**config.mk**
```make
export PLATFORM = sky130hd
export DESIGN_NAME = smd_monitor
export DESIGN_NICKNAME = d
export VERILOG_FILES = /design/src/design/smd_pkg.sv /design/src/design/smd_filter.sv /design/src/design/smd_monitor.sv
export SDC_FILE = /design/constraint.sdc
export NUM_CORES = 1
export LEC_CHECK = 0
export ABC_AREA = 1
export BUFFER_PORTS_ARGS = -buffer_cell sky130_fd_sc_hd__buf_2
export CORE_MARGIN = 5
export CORE_UTILIZATION = 36
export CTS_BUF_LIST = sky130_fd_sc_hd__clkbuf_2
export DETAILED_ROUTE_END_ITERATION = 8
export SLEW_MARGIN = 25
export SYNTH_ARGS = -nofsm -noshare
export SYNTH_HDL_FRONTEND = slang
export SYNTH_SLANG_ARGS = --single-unit
```
**constraint.sdc**
```tcl
create_clock -name clk -period 1.5 [get_ports clk]
set_input_delay 0.3 -clock clk [delete_from_list [all_inputs] [get_ports clk]]
set_output_delay 0.3 -clock clk [all_outputs]
set_load 0.05 [all_outputs]
```
**src/design/smd_pkg.sv**
```systemverilog
// Constants and types shared by the supply monitor and diagnostics block.
package smd_pkg;

  // ---------------------------------------------------------------------------
  // Widths and clock
  // ---------------------------------------------------------------------------
  localparam int SMD_ADDR_W       = 7;
  localparam int SMD_DATA_W       = 8;
  localparam int SMD_CNT_W        = 16;
  localparam int SMD_CLK_PERIOD_NS = 5;

  // ---------------------------------------------------------------------------
  // Register addresses
  // ---------------------------------------------------------------------------
  localparam logic [6:0] SMD_ADDR_GATE_SETTING = 7'h15;
  localparam logic [6:0] SMD_ADDR_OVER_THR     = 7'h1A;
  localparam logic [6:0] SMD_ADDR_UNDER_THR    = 7'h1B;
  localparam logic [6:0] SMD_ADDR_SUPPLY_READ  = 7'h45;
  localparam logic [6:0] SMD_ADDR_TEMP_READ    = 7'h46;
  localparam logic [6:0] SMD_ADDR_DIAG         = 7'h7F;

  // ---------------------------------------------------------------------------
  // Gate supply setting range (target is (255 - code) * 62 mV)
  // ---------------------------------------------------------------------------
  localparam int         SMD_GATE_STEP_MV = 62;
  localparam logic [7:0] SMD_GATE_CODE_MAX_V = 8'h5D;
  localparam logic [7:0] SMD_GATE_CODE_MIN_V = 8'hB7;

  // ---------------------------------------------------------------------------
  // Diagnostic status bit positions
  // ---------------------------------------------------------------------------
  localparam int SMD_DG_REGULATED = 7;
  localparam int SMD_DG_RESERVED  = 6;
  localparam int SMD_DG_GATE_GOOD = 5;
  localparam int SMD_DG_OVERTEMP  = 4;
  localparam int SMD_DG_UNDER     = 3;
  localparam int SMD_DG_OVER      = 2;
  localparam int SMD_DG_CMD_ERR   = 1;
  localparam int SMD_DG_GATE_FLT  = 0;

  // ---------------------------------------------------------------------------
  // Reset values
  // ---------------------------------------------------------------------------
  localparam logic [7:0] SMD_RST_GATE_CODE = 8'h9A;
  localparam logic [7:0] SMD_RST_OVER_THR  = 8'hFF;
  localparam logic [7:0] SMD_RST_UNDER_THR = 8'h00;
  localparam logic [7:0] SMD_RST_READING   = 8'h00;

  // ---------------------------------------------------------------------------
  // Timing: times in ns, counts derived from the clock period
  // ---------------------------------------------------------------------------
  localparam int SMD_GATE_STARTUP_NS = 50000;
  localparam int SMD_GATE_ERR_NS     = 200000;
  localparam int SMD_FILTER_NS       = 10000;
  localparam int SMD_GATE_STARTUP_CYC =
    (SMD_GATE_STARTUP_NS + SMD_CLK_PERIOD_NS - 1) / SMD_CLK_PERIOD_NS;
  localparam int SMD_GATE_ERR_CYC     = SMD_GATE_ERR_NS / SMD_CLK_PERIOD_NS;
  localparam int SMD_FILTER_CYC       =
    (SMD_FILTER_NS + SMD_CLK_PERIOD_NS - 1) / SMD_CLK_PERIOD_NS;

  // ---------------------------------------------------------------------------
  // Gate supply sequencing states
  // ---------------------------------------------------------------------------
  typedef enum logic [1:0] {
    SMD_GS_IDLE,
    SMD_GS_START,
    SMD_GS_RUN
  } smd_gs_e;

endpackage

```
**src/design/smd_filter.sv**
```systemverilog
// Symmetric level filter that follows its input only after a settled interval.
`timescale 1ns/10ps
module smd_filter #(
  parameter logic [15:0] FILT_CYC = 16'(smd_pkg::SMD_FILTER_CYC)
) (
  input  wire logic clk,
  input  wire logic rst_n,
  input  wire logic level_in,
  output wire logic level_out
);
  import smd_pkg::*;

  typedef struct packed {
    logic                 out;
    logic [SMD_CNT_W-1:0] cnt;
  } smd_filt_s;

  smd_filt_s st;
  smd_filt_s next_st;

  // ---------------------------------------------------------------------------
  // Filter
  // ---------------------------------------------------------------------------
  // The output moves only when the input has differed for more than FILT_CYC
  // cycles, so a glitch never reaches the flag in either direction.
  always_comb begin
    next_st = st;
    if (level_in == st.out) begin
      next_st.cnt = '0;
    end else if (st.cnt == FILT_CYC) begin
      next_st.out = level_in;  // [RL15]
      next_st.cnt = '0;
    end else begin
      next_st.cnt = st.cnt + 16'h0001;
    end
  end

  // Register the state.
  always_ff @(posedge clk) begin
    if (!rst_n) begin
      st <= '0;
    end else begin
      st <= next_st;
    end
  end

  assign level_out = st.out;

  // Output flips only after the input differed for the full interval.
  filter_hold_a : assert property (@(posedge clk) disable iff (!rst_n)  // [RL15]
    $changed(st.out) |-> $past(st.cnt) == FILT_CYC && $past(level_in) == st.out)
    else $error("regulated flag changed before the filter time");

endmodule

```
**src/design/smd_monitor.sv**
```systemverilog
// Supply monitor, gate supply sequencing and diagnostic status register.
`timescale 1ns/10ps
// Functional notes
// [RL1] Hold 8-bit gate supply code; target (255-code)*62 mV, 0x5D..0xB7 permitted; here any code is stored without a command error.
// [RL2] Software reads the gate code back right after writing it.
// [RL3] Measure supply only while output enabled and gate supply good; 0.3606 V/step.
// [RL4] Supply below under threshold sets under flag and enters fail-silent.
// [RL5] Supply above over threshold sets over flag and enters fail-silent.
// [RL6] Junction temperature is a read-only 8-bit code.
// [RL7] Status byte: regulated 7, zero 6, good 5, temp 4, under 3, over 2, cmd 1, fault 0.
// [RL8] Status write or Off mode clears the five error flags.
// [RL9] Clearing a flag never releases fail-silent.
// [RL10] Every command is checked; disallowed ones set the command error flag.
// [RL11] Overtemperature sets its flag and enters fail-silent.
// [RL12] Software clears the status register before first evaluating it.
// [RL13] Gate supply missing its window by the error time sets fault, fail-silent.
// [RL14] Gate switching only while gate good; window loss clears it, fail-silent.
// [RL15] Regulated flag follows the output window after a filter time.
// [RL16] Status byte is returned in the upper byte of every response; here the first after reset or Off mode reads as zero.
// [RL17] Fail-silent is a latch released only by Off mode.
// [RL18] Under and over checks run only while the measurement is valid.
module smd_monitor #(
  parameter logic [15:0] GATE_STARTUP_CYC = 16'(smd_pkg::SMD_GATE_STARTUP_CYC),
  parameter logic [15:0] GATE_ERR_CYC     = 16'(smd_pkg::SMD_GATE_ERR_CYC),
  parameter logic [15:0] FILTER_CYC       = 16'(smd_pkg::SMD_FILTER_CYC)
) (
  input  wire logic                          clk,
  input  wire logic                          rst_n,
  input  wire logic                          off_mode,
  input  wire logic                          output_enable,
  input  wire logic                          cmd_valid,
  input  wire logic                          cmd_read,
  input  wire logic [smd_pkg::SMD_ADDR_W-1:0] cmd_addr,
  input  wire logic [smd_pkg::SMD_DATA_W-1:0] cmd_wdata,
  input  wire logic                          cmd_len_ok,
  output wire logic [smd_pkg::SMD_DATA_W-1:0] rsp_status,
  output wire logic [smd_pkg::SMD_DATA_W-1:0] rsp_data,
  input  wire logic                          supply_sample_valid,
  input  wire logic [smd_pkg::SMD_DATA_W-1:0] supply_sample,
  input  wire logic                          temp_sample_valid,
  input  wire logic [smd_pkg::SMD_DATA_W-1:0] temp_sample,
  input  wire logic                          temp_over_max,
  input  wire logic                          gate_supply_in_window,
  input  wire logic                          output_in_window,
  output wire logic [smd_pkg::SMD_DATA_W-1:0] gate_supply_code,
  output wire logic                          gate_switch_enable,
  output wire logic                          fail_silent
);
  import smd_pkg::*;

  // ---------------------------------------------------------------------------
  // State
  // ---------------------------------------------------------------------------
  typedef struct packed {
    logic [7:0]           gate_code;
    logic [7:0]           over_thr;
    logic [7:0]           under_thr;
    logic [7:0]           supply_rd;
    logic [7:0]           temp_rd;
    logic                 under_f;
    logic                 over_f;
    logic                 cmd_f;
    logic                 temp_f;
    logic                 gfault_f;
    logic                 good_f;
    logic                 fail;
    logic                 first;
    smd_gs_e              gst;
    logic [SMD_CNT_W-1:0] cnt;
    logic [7:0]           rsp;
  } smd_state_s;

  smd_state_s st;
  smd_state_s next_st;
  logic       regulated;
  logic [7:0] diag;
  logic       meas_valid;
  logic       hit_rw;
  logic       hit_ro;
  logic       hit_diag;
  logic       cmd_bad;
  logic       do_write;
  logic [7:0] rd_val;
  logic [4:0] set_v;
  logic [4:0] clr_v;
  logic [4:0] flags_v;

  // ---------------------------------------------------------------------------
  // Output regulated filter
  // ---------------------------------------------------------------------------
  smd_filter #(
    .FILT_CYC (FILTER_CYC)
  ) u_reg_filter (
    .clk       (clk),
    .rst_n     (rst_n),
    .level_in  (output_in_window),
    .level_out (regulated)
  );

  // ---------------------------------------------------------------------------
  // Status byte and decode
  // ---------------------------------------------------------------------------
  // Bit 6 is tied to zero; the rest reflect live flags.
  assign diag = {regulated, 1'b0, st.good_f, st.temp_f,
                 st.under_f, st.over_f, st.cmd_f, st.gfault_f};  // [RL7]

  // The supply reading only means something with the output up and gate supply good.
  assign meas_valid = output_enable & st.good_f;  // [RL3]

  // Command check: bad length, write to read-only or unmapped, read of unmapped.
  always_comb begin
    hit_rw   = (cmd_addr == SMD_ADDR_GATE_SETTING) || (cmd_addr == SMD_ADDR_OVER_THR) ||
               (cmd_addr == SMD_ADDR_UNDER_THR);
    hit_ro   = (cmd_addr == SMD_ADDR_SUPPLY_READ) || (cmd_addr == SMD_ADDR_TEMP_READ);
    hit_diag = (cmd_addr == SMD_ADDR_DIAG);
    cmd_bad  = !cmd_len_ok ||
               (!cmd_read && !(hit_rw || hit_diag)) ||
               (cmd_read && !(hit_rw || hit_ro || hit_diag));  // [RL10]
    do_write = cmd_valid && !cmd_read && !cmd_bad;
    case (cmd_addr)
      SMD_ADDR_GATE_SETTING: rd_val = st.gate_code;
      SMD_ADDR_OVER_THR:     rd_val = st.over_thr;
      SMD_ADDR_UNDER_THR:    rd_val = st.under_thr;
      SMD_ADDR_SUPPLY_READ:  rd_val = st.supply_rd;
      SMD_ADDR_TEMP_READ:    rd_val = st.temp_rd;  // [RL6]
      SMD_ADDR_DIAG:         rd_val = diag;
      default:               rd_val = 8'h00;
    endcase
  end

  // ---------------------------------------------------------------------------
  // Next state
  // ---------------------------------------------------------------------------
  // Flag vector order: under, over, cmd, temp, gate fault. A hardware set in
  // the same cycle as a software clear wins, so no event is lost. Off mode
  // clears unconditionally since nothing is monitored while off.
  always_comb begin
    next_st = st;
    set_v   = 5'h00;
    clr_v   = 5'h00;

    // Register writes; out-of-range gate codes are stored so that the
    // read-back can expose them.
    if (do_write) begin
      case (cmd_addr)
        SMD_ADDR_GATE_SETTING: next_st.gate_code = cmd_wdata;  // [RL1]
        SMD_ADDR_OVER_THR:     next_st.over_thr  = cmd_wdata;
        SMD_ADDR_UNDER_THR:    next_st.under_thr = cmd_wdata;
        default:               next_st.rsp = next_st.rsp;
      endcase
      if (hit_diag) begin
        clr_v = 5'h1F;  // [RL8]
      end
    end

    // Response data for the next frame: zero after a refused command.
    if (cmd_valid) begin
      next_st.first = 1'b0;
      if (cmd_bad) begin
        next_st.rsp = 8'h00;
        set_v[2]    = 1'b1;  // [RL10]
      end else if (cmd_read) begin
        next_st.rsp = rd_val;
      end else begin
        next_st.rsp = cmd_wdata;
      end
    end

    // Supply measurement and threshold checks.
    if (supply_sample_valid && meas_valid) begin
      next_st.supply_rd = supply_sample;  // [RL3]
      if (supply_sample < st.under_thr) begin
        set_v[0] = 1'b1;  // [RL4] [RL18]
      end
      if (supply_sample > st.over_thr) begin
        set_v[1] = 1'b1;  // [RL5] [RL18]
      end
    end

    // Temperature reading and overtemperature.
    if (temp_sample_valid) begin
      next_st.temp_rd = temp_sample;
    end
    if (temp_over_max) begin
      set_v[3] = 1'b1;  // [RL11]
    end

    // Gate supply sequencing.
    case (st.gst)
      SMD_GS_IDLE: begin
        next_st.cnt    = '0;
        next_st.good_f = 1'b0;
        if (output_enable && !st.fail) begin
          next_st.gst = SMD_GS_START;
        end
      end
      SMD_GS_START: begin
        next_st.cnt = st.cnt + 16'h0001;
        if (gate_supply_in_window && st.cnt >= GATE_STARTUP_CYC) begin
          next_st.good_f = 1'b1;  // [RL14]
          next_st.gst    = SMD_GS_RUN;
        end else if (st.cnt >= GATE_ERR_CYC) begin
          set_v[4]    = 1'b1;  // [RL13]
          next_st.gst = SMD_GS_IDLE;
        end
      end
      SMD_GS_RUN: begin
        if (!gate_supply_in_window) begin
          next_st.good_f = 1'b0;  // [RL14]
          next_st.fail   = 1'b1;
          next_st.gst    = SMD_GS_IDLE;
        end
      end
      default: begin
        next_st.gst = SMD_GS_IDLE;
      end
    endcase
    if (!output_enable) begin
      next_st.gst    = SMD_GS_IDLE;
      next_st.good_f = 1'b0;
    end

    // Sticky flags: set wins over a status write.
    flags_v = {st.gfault_f, st.temp_f, st.cmd_f, st.over_f, st.under_f};
    flags_v = (flags_v & ~clr_v) | set_v;
    next_st.under_f  = flags_v[0];
    next_st.over_f   = flags_v[1];
    next_st.cmd_f    = flags_v[2];
    next_st.temp_f   = flags_v[3];
    next_st.gfault_f = flags_v[4];

    // Fail-silent latch; clearing flags leaves it set.
    if (set_v[0] || set_v[1] || set_v[3] || set_v[4]) begin
      next_st.fail = 1'b1;  // [RL4] [RL5] [RL9] [RL11] [RL13] [RL17]
    end

    // Off mode releases the latch, clears flags and stops sequencing.
    if (off_mode) begin
      next_st.under_f  = 1'b0;  // [RL8]
      next_st.over_f   = 1'b0;
      next_st.cmd_f    = 1'b0;
      next_st.temp_f   = 1'b0;
      next_st.gfault_f = 1'b0;
      next_st.fail     = 1'b0;  // [RL17]
      next_st.good_f   = 1'b0;
      next_st.gst      = SMD_GS_IDLE;
      next_st.first    = 1'b1;
      next_st.rsp      = 8'h00;
    end
  end

  // Register the state; the first response after reset reads as zero.
  always_ff @(posedge clk) begin
    if (!rst_n) begin
      st           <= '0;
      st.gate_code <= SMD_RST_GATE_CODE;
      st.over_thr  <= SMD_RST_OVER_THR;
      st.under_thr <= SMD_RST_UNDER_THR;
      st.supply_rd <= SMD_RST_READING;
      st.temp_rd   <= SMD_RST_READING;
      st.first     <= 1'b1;
      st.gst       <= SMD_GS_IDLE;
    end else begin
      st <= next_st;
    end
  end

  // ---------------------------------------------------------------------------
  // Outputs
  // ---------------------------------------------------------------------------
  // Status rides in the upper byte of every response frame except the first after reset or Off mode, which reads as zero.
  assign rsp_status         = st.first ? 8'h00 : diag;  // [RL16]
  assign rsp_data           = st.first ? 8'h00 : st.rsp;
  assign gate_supply_code   = st.gate_code;  // [RL1]
  assign gate_switch_enable = st.good_f & ~st.fail;  // [RL14]
  assign fail_silent        = st.fail;

  // ---------------------------------------------------------------------------
  // Checks
  // ---------------------------------------------------------------------------
  fail_latch_a : assert property (@(posedge clk) disable iff (!rst_n)  // [RL17]
    st.fail && !off_mode |=> st.fail)
    else $error("fail-silent released without Off mode");

  gate_switch_a : assert property (@(posedge clk) disable iff (!rst_n)  // [RL14]
    gate_switch_enable |-> st.good_f && !st.fail && st.gst == SMD_GS_RUN)
    else $error("gate switching allowed without good supply");

  under_detect_a : assert property (@(posedge clk) disable iff (!rst_n)  // [RL4]
    supply_sample_valid && meas_valid && supply_sample < st.under_thr && !off_mode
    |=> st.under_f && st.fail && !gate_switch_enable)
    else $error("undervoltage not flagged");

  over_detect_a : assert property (@(posedge clk) disable iff (!rst_n)  // [RL5]
    supply_sample_valid && meas_valid && supply_sample > st.over_thr && !off_mode
    |=> st.over_f && st.fail)
    else $error("overvoltage not flagged");

  meas_gate_a : assert property (@(posedge clk) disable iff (!rst_n)  // [RL18]
    !meas_valid && !st.under_f && !off_mode && !(cmd_valid && !cmd_read && hit_diag)
    |=> $stable(st.supply_rd) && !st.under_f)
    else $error("supply evaluated while measurement invalid");

  cmd_error_a : assert property (@(posedge clk) disable iff (!rst_n)  // [RL10]
    cmd_valid && !cmd_len_ok && !off_mode
    |=> st.cmd_f && rsp_data == 8'h00 && $stable(st.gate_code))
    else $error("bad command not flagged or not discarded");

  off_clear_a : assert property (@(posedge clk) disable iff (!rst_n)  // [RL8]
    off_mode |=> diag[4:0] == 5'h00 && !st.fail && rsp_status == 8'h00)
    else $error("Off mode did not clear the flags");

  diag_write_a : assert property (@(posedge clk) disable iff (!rst_n)  // [RL9]
    do_write && hit_diag && st.fail && !off_mode |=> st.fail)
    else $error("status write released fail-silent");

  temp_detect_a : assert property (@(posedge clk) disable iff (!rst_n)  // [RL11]
    temp_over_max && !off_mode |=> st.temp_f && st.fail)
    else $error("overtemperature not flagged");

  gate_fault_a : assert property (@(posedge clk) disable iff (!rst_n)  // [RL13]
    st.gst == SMD_GS_START && st.cnt >= GATE_ERR_CYC && !gate_supply_in_window
    && !off_mode && output_enable |=> st.gfault_f && st.fail)
    else $error("gate supply start-up error missed");

  reserved_zero_a : assert property (@(posedge clk) disable iff (!rst_n)  // [RL7]
    rsp_status[SMD_DG_RESERVED] == 1'b0 && (st.first || rsp_status[5] == st.good_f))
    else $error("status byte layout wrong");

endmodule

```
# After elaboration in Yosys (flattened, before gate mapping)
# Index checks and enable logic that the tools add are counted.
[word_totals]
reg_bits = 91
word_cells = 113
[classes]
n_mux = 27
reduce_logical = 38
n_bitwise = 9
order_cmp = 4
n_addsub = 2
eq_ne = 15
[op_table]
columns = ["operator", "count"]
rows = [
  ["one-hot mux 8 bit (6 select lines)", 1],
  ["adder 16 x 1 -> 16 bit, second input constant", 2],
  ["2-to-1 mux 8 bit", 4],
  ["one-hot mux 16 bit (2 select lines)", 1],
  ["equality test 7 x 5 -> 1 bit, second input constant", 3],
  ["equality test 7 bit, second input constant", 3],
  ["equality test 16 x 11 -> 1 bit, second input constant", 1],
  [">= comparator 16 x 14 -> 1 bit, second input constant", 1],
  [">= comparator 16 bit, second input constant", 1],
  ["2-to-1 mux 2 bit", 6],
  ["logical OR 1 bit", 11],
  ["2-to-1 mux 1 bit", 11],
  ["2-to-1 mux 5 bit", 2],
  ["AND reduction 2 bit", 5],
  ["greater-than comparator 8 bit", 1],
  ["< comparator 8 bit", 1],
  ["logical AND 1 bit", 7],
  ["zero test 1 bit", 6],
  ["!= test 2 bit, second input constant", 3],
  ["one-hot mux 2 bit (3 select lines)", 1],
  ["AND reduction 3 bit", 2],
  ["OR reduction 3 bit", 2],
  ["AND 5 bit", 1],
  ["inverter 5 bit", 1],
  ["13 further kinds", 18],
]

# Depth between registers and ports, before layout
# Gate-level depths: netlist (run 1).
[depth]
word_depth = 14
mapped_depth = 12
ltp_nobuf = 11

# By module
# A second synthesis (run 1) with hierarchy kept.
[hier_totals]
hier_cells = 803
area_unflattened_um2 = 5175.0
[by_module_without_submodules]
columns = ["mod", "cells_each", "area_per_inst_um2", "instances"]
rows = [
  ["smd_monitor", 667, 4267.8, 1],
  ["smd_filter", 136, 907.1, 1],
]

# Least setup slack after synthesis (run 1)
# OpenSTA, ideal clock, no wires.
[synth_timing]
path_kind = "reg2out"
startpoint = "register st[26] (netlist bit)"
endpoint = "output rsp_data[0] (netlist bit)"
path_stages_with_launch = 4
slack_ns = -0.106
required_time_ns = 1.200
arrival_time_ns = 1.306
cell_sequence = "dfxtp_1 clkbuf_1 clkbuf_1 nor2_1"
[synth_between]
elab_chain_len = 1
[synth_lines]
columns = ["item", "line_no", "text"]
rows = [
  ["start: declaration", "smd_monitor.sv:73", "smd_state_s st;"],
  ["start signal: assignment", "smd_monitor.sv:264", "st <= next_st;"],
  ["2-to-1 mux 8 bit", "smd_monitor.sv:273", "assign rsp_data = st.first ? 8'h00 : st.rsp;"],
  ["end: declaration", "smd_monitor.sv:37", "output wire logic [smd_pkg::SMD_DATA_W-1:0] rsp_data,"],
]
# Every way passes these cells.

# Final worst setup path (run 1)
[layout_timing]
startpoint = "register st[26] (netlist bit)"
endpoint = "output rsp_status[0] (netlist bit)"
[layout_between]
elab_chain_len = 1
[layout_lines]
columns = ["item", "line_no", "text"]
rows = [
  ["2-to-1 mux 8 bit", "smd_monitor.sv:272", "assign rsp_status = st.first ? 8'h00 : diag;"],
  ["end: declaration", "smd_monitor.sv:36", "output wire logic [smd_pkg::SMD_DATA_W-1:0] rsp_status,"],
]
# Every way passes these cells.

==> results.sh, run 1 <==
export IMPL_outcome="complete, but fails checks"
export IMPL_violations="negative setup slack"
export IMPL_ys_seq_area_frac=0.366
export IMPL_grt_overflow=0
export IMPL_antenna_found_initial=0
export IMPL_initial_utilization=0.363
export IMPL_routed_wl_um=15600
export IMPL_end_kind="primary output"
export IMPL_drv_slew=0
export IMPL_dpl_cell_area_sq_mm=0.00593
export IMPL_avgSynthCellArea_sq_um=6.61
export IMPL_rsz0062_at_grt="true"
export IMPL_wl_per_cell_um=14.0
export IMPL_dp_cells=1040
export IMPL_hold_depth=4
export IMPL_synth_area_sq_mm=0.00498
export IMPL_clockRootBuffer="clkbuf_2"
export IMPL_fmax_mhz=584
export IMPL_ys_async_sr_fraction=0
export IMPL_yosys_warnings=0
export IMPL_netlist_area_leader_share=0.366
export IMPL_clock_sinks=91
export IMPL_path_clk_slew_ps=260
export IMPL_grt_util_all_layers=0.187
export IMPL_p_int_uw=3450
export IMPL_areaGrowthSynthToFinish_pct=50.3
export IMPL_combPwrFrac=0.129
export IMPL_cp_required_ps=1200
export IMPL_setup_viol=20
export IMPL_grt_max_degree=22
export IMPL_ir_drop_mv=0.555
export IMPL_synth_edff_count=0
export IMPL_grt_pass1_wl_um=24500
export IMPL_die_x_um=128
export IMPL_drc=0
export IMPL_num_vias=5419
export IMPL_hpwl_um=11000
export IMPL_viasPerCell=4.85
export IMPL_swShare=0.268
export IMPL_worstSetupPathType="reg -> out"
export IMPL_tns_ps=-3170
export IMPL_die_area_sq_mm=0.0163
export IMPL_seqPwrFrac=0.525
export IMPL_fp_row_count=43
export IMPL_yosys_top_cells_count="173 x nand2_1, 106 x nor2_1, 91 x dfxtp_1"
export IMPL_stdcell_area_sq_mm=0.00748
export IMPL_yosysTopAreaCell="dfxtp_1"
export IMPL_ant_nets=0
export IMPL_hold_class="in -> reg"
export IMPL_nets=994
export IMPL_yosysUniqueCellTypes=34
export IMPL_firstDrtPassIters=7
export IMPL_diodes=0
export IMPL_fin_skew_ps=55.0
export IMPL_worst_r2r_cell_count=7
export IMPL_whs_ps=69.3
export IMPL_fin_cells=1117
export IMPL_htreeDepth=3
export IMPL_p_clk_frac=0.346
export IMPL_post_synth_top_count_cell="nand2_1"
export IMPL_power_switching_uw=1260
export IMPL_p_leak_uw=0.00326
export IMPL_period_minus_slack_ps=1710
export IMPL_fin_ws_ps=-211
export IMPL_grt_pass1_vias=5039
export IMPL_start_kind="flop"
export IMPL_io_buffers=67
export IMPL_pwr_density_cell_mw_per_mm2=630
export IMPL_drt_iter0_drc=291
export IMPL_cts_max_path_buffers=2
export IMPL_worst_endpoint_arrival_ps=1410
export IMPL_yosys_top_cells_area="dfxtp_1 37%, nand2_1 13%, nand3_1 8.7%"
export IMPL_fill_cells=1360
export IMPL_cts_buffers=9
export IMPL_drive_gt1_frac=0.332
export IMPL_hold_viol=0
export IMPL_syn_nets=815
export IMPL_gp_congestion=0.939
export IMPL_drv_cap=0
export IMPL_synth_seq_cells=91
export IMPL_cts_tree="yes"
export IMPL_die_h_um=128
export IMPL_min_period_over_period=1.14
export IMPL_cp_max_fo=4
export IMPL_insertion_delay_ps=620
export IMPL_core_area_sq_mm=0.0137
export IMPL_synth_main_ff_cell="dfxtp_1"
export IMPL_io_pins=69
export IMPL_netlist_instances=753
worst max-delay path: stages, from the launching register on:
cell and delay [ps]:
dfxtp_4 430, buf_16 150, nor2_4 100, buf_8 160
power by group through the flow:
stage	Clock (uW)	Combinational, uW	Sequential [uW]
2_1_floorplan	0	224	2510
3_3_place_gp	0	449	2520
3_5_place_dp	0	449	2520
4_1_cts	1680	569	2470
5_1_grt	1770	661	2480
6_report	1630	607	2470
layout by cell type, fill, tap and decap left out, types with 11 or more instances in the layout:
cell type	count
nand2_1	161
buf_4	85
nor2_1	81
nand3_1	81
inv_1	77
dfxtp_1	62
a21oi_1	50
buf_2	42
dlygate4sd3_1	32
nand4_1	26
dfxtp_2	23
nor2_4	22
o21ai_0	19
buf_8	17
buf_6	16
ha_1	11
stage by stage:
step | utilization | power [uW] | setup WS, ps
3_3_place_gp | 0.432 | 2970 | -148
4_1_cts | 0.514 | 4720 | -254
2_1_floorplan | - | 2740 | -106
6_report | 0.545 | 4710 | -211
5_1_grt | 0.545 | 4910 | -311
3_5_place_dp | 0.432 | 2970 | -178
state kept, by name, indices dropped and copies added (netlist names):
name,flops
fail_silent,1
gate_supply_code,8
u_reg_filter.st,16
u_reg_filter.level_out,1
diag,6
st,59
repair_timing:
action | in CTS | in global routing
setup buffers | 15 | 13
hold buffers | 31 | 1
setup endpoints to repair | 44 | 53
pin swaps | 36 | 36
gates cloned | 1 | 1
hold endpoints to repair | 40 | 1
gates resized for setup | 157 | 82
area by class of cell:
cell class | instances | area, sq um | share of cell area
repair buffers | 198 | 1740 | 0.232
clock inverters | 6 | 111 | 0.0149
well taps | 180 | 225 | 0.0301
clock buffers | 10 | 50.0 | 0.00669
inverters | 88 | 335 | 0.0448
multi-input cells | 544 | 3150 | 0.421
flip-flops and latches | 91 | 1870 | 0.250
path summary, 6_finish.rpt:
kind,slack [ps],endpoint,from
worst min register to register,480,st[2],st[2]
worst max-delay path,-210,rsp_status[0],st[26]
worst max register to register,-100,u_reg_filter.st[9],u_reg_filter.st[0]
worst min-delay path,70,st[46],supply_sample[4]
logic make-up after synthesis:
group,Yosys count,synth area share
XOR/XNOR,2,0.00352
flip-flops,91,0.366
other,1,0.000753
buffers and inverters,118,0.104
AND/OR/NAND/NOR,435,0.388
adder cells (fa/ha/maj),19,0.0477
AO/OA/AOI/OAI,87,0.0905
routing by layer:
metal  GRT usage  wire (um)  vias to the layer above
met5           0          0                        -
met4      0.0437        197                        0
met3      0.0435        728                       18
met2       0.308       7450                      136
met1       0.249       7210                     2455
li1            -          -                     2810
No activity file was read; power rests on OpenSTA's default activity.
==> run 2: changes to the inputs <==
- REMOVE_ABC_BUFFERS: unset -> 1
==> run 2 against run 1 <==
  * The run still ends with negative setup slack left
  * Sequential power barely moved
  * Worst setup slack improved by 23 ps
  * Combinational power down 4.0%
  * Clock power shrank 11%
  * Critical path type unchanged
  * Highest routed layer unchanged
==> results.sh, run 2 (synthesis gave the netlist of run 1 again) <==
export IMPL_multi_input_area_sq_mm=0.00311
export IMPL_whs_ps=63.9
export IMPL_antenna_found_initial=0
export IMPL_die_x_um=128
export IMPL_rsz0062_at_grt="true"
export IMPL_r2r_start="st[9]"
export IMPL_hold_viol=0
export IMPL_htreeDepth=3
export IMPL_cts_buffers=9
export IMPL_drc=0
export IMPL_r2r_slack_ps=-60
export IMPL_cts_max_path_buffers=2
export IMPL_ant_nets=0
export IMPL_fmax_mhz=593
export IMPL_num_vias=5424
export IMPL_total_power_uw=4490
export IMPL_clock_sinks=91
export IMPL_firstDrtPassIters=5
export IMPL_regArea_sq_mm=0.00189
export IMPL_core_area_sq_mm=0.0137
export IMPL_wl_per_cell_um=14.2
export IMPL_start_kind="flop"
export IMPL_critPathMaxStageDelay_ps=420
export IMPL_largest_register_ffs=59
export IMPL_hold_class="in -> reg"
export IMPL_ir_drop_mv=0.631
export IMPL_end_kind="primary output"
export IMPL_worst_endpoint_arrival_ps=1390
export IMPL_r2r_end="st[23]"
export IMPL_drt_iter0_drc=366
export IMPL_drive_gt1_frac=0.334
export IMPL_fp_row_count=43
export IMPL_grt_pass1_vias=5289
export IMPL_setup_viol=19
export IMPL_layout_common_cells="162 x nand2_1, 84 x buf_4, 81 x nor2_1, 81 x nand3_1, 80 x inv_1"
export IMPL_wl_met3_um=805
export IMPL_die_h_um=128
export IMPL_grt_util_all_layers=0.187
export IMPL_path_cells="buf_12 > nor2_4 > buf_8"
export IMPL_fin_ws_ps=-188
export IMPL_grt_overflow=0
export IMPL_die_area_sq_mm=0.0163
export IMPL_drt_met1_wl_um=7050
export IMPL_min_period_over_period=1.13
export IMPL_drv_cap=0
export IMPL_drv_slew=0
export IMPL_cts_tree="yes"
export IMPL_insertion_delay_ps=590
export IMPL_stdcell_area_sq_mm=0.00731
export IMPL_met2_length_um=7540
export IMPL_dpl_cell_area_sq_mm=0.00597
export IMPL_crit_path_end="rsp_status[7]"
export IMPL_grt_pass1_wl_um=24700
export IMPL_pwr_density_cell_mw_per_mm2=615
export IMPL_top_register="st"
export IMPL_p_leak_uw=0.00319
export IMPL_diodes=0
export IMPL_final_common_cell="nand2_1"
export IMPL_outcome="complete, but fails checks"
export IMPL_areaGrowthSynthToFinish_pct=46.9
export IMPL_period_minus_slack_ps=1690
export IMPL_cp_slowest_cell="dfxtp_4"
export IMPL_viasPerCell=4.91
export IMPL_worst_r2r_cell_count=8
export IMPL_fill_cells=1336
export IMPL_nets=981
export IMPL_fin_skew_ps=36.2
export IMPL_worstSetupPathType="reg -> out"
export IMPL_setup_worst_path_start="st[26]"
export IMPL_cp_required_ps=1200
export IMPL_io_buffers=67
export IMPL_clockRootBuffer="clkbuf_2"
export IMPL_hpwl_um=11200
export IMPL_top_layer_used="met4"
export IMPL_routed_wl_um=15700
export IMPL_path_clk_slew_ps=270
export IMPL_gp_congestion=0.900
export IMPL_cp_max_fo=4
export IMPL_grt_max_degree=32
export IMPL_io_pins=69
export IMPL_violations="negative setup slack"
export IMPL_initial_utilization=0.363
-- run 2: metal layers --
layer,global-route usage,up-vias
met5,0,-
met4,0.0474,0
met3,0.0406,23
met2,0.327,151
met1,0.235,2463
li1,-,2787
-- run 2: stage by stage --
stage,std cells,setup slack (ps),TNS (ps),util
floorplan,723,-414,-9860,-
global placement,1044,-168,-3430,0.435
detailed placement,1044,-212,-4680,0.435
CTS,1094,-249,-3340,0.488
global route,1104,-280,-5000,0.533
finish,1104,-188,-2730,0.533
-- run 2: cell type report --
class,count,area share
clock inverters,7,0.0127
well taps,180,0.0308
flip-flops and latches,91,0.258
clock buffers,9,0.00616
repair buffers,185,0.222
multi-input cells,544,0.426
inverters,88,0.0452
-- run 2: how the worst min path moves through the flow --
stage | start | to | cells after the start
6_report | temp_sample_valid | st[41] | 3
5_1_grt | supply_sample[0] | st[42] | 4
4_1_cts | temp_sample_valid | st[41] | 3
3_5_place_dp | u_reg_filter.st[0] | u_reg_filter.st[0] | 1
3_3_place_gp | u_reg_filter.st[0] | u_reg_filter.st[0] | 1
2_1_floorplan | rst_n | st[59] | 1
-- run 2: report_power, final --
part           leakage (uW)  switching (uW)  total [uW]  internal, uW
clock             0.0000856             898        1450           549
sequential         0.000745            24.5        2460          2440
combinational       0.00236             323         583           261
total               0.00319            1250        4490          3250
-- run 2: critical path: cells and delay by family, from the launching register on --
| kind | cells | cell delay [ps] |
|---|---|---|
| buf+inv | 2 | 300 |
| flops | 1 | 420 |
| simple gates | 1 | 110 |
-- run 2: timing repair --
action | in CTS | in global routing
buffers inserted | 12 | 9
pin swaps | 12 | 45
cloned | 0 | 1
hold endpoints to repair | 35 | 0
hold buffers | 22 | 0
endpoints found under the setup margin | 38 | 50
gates resized for setup | 102 | 131
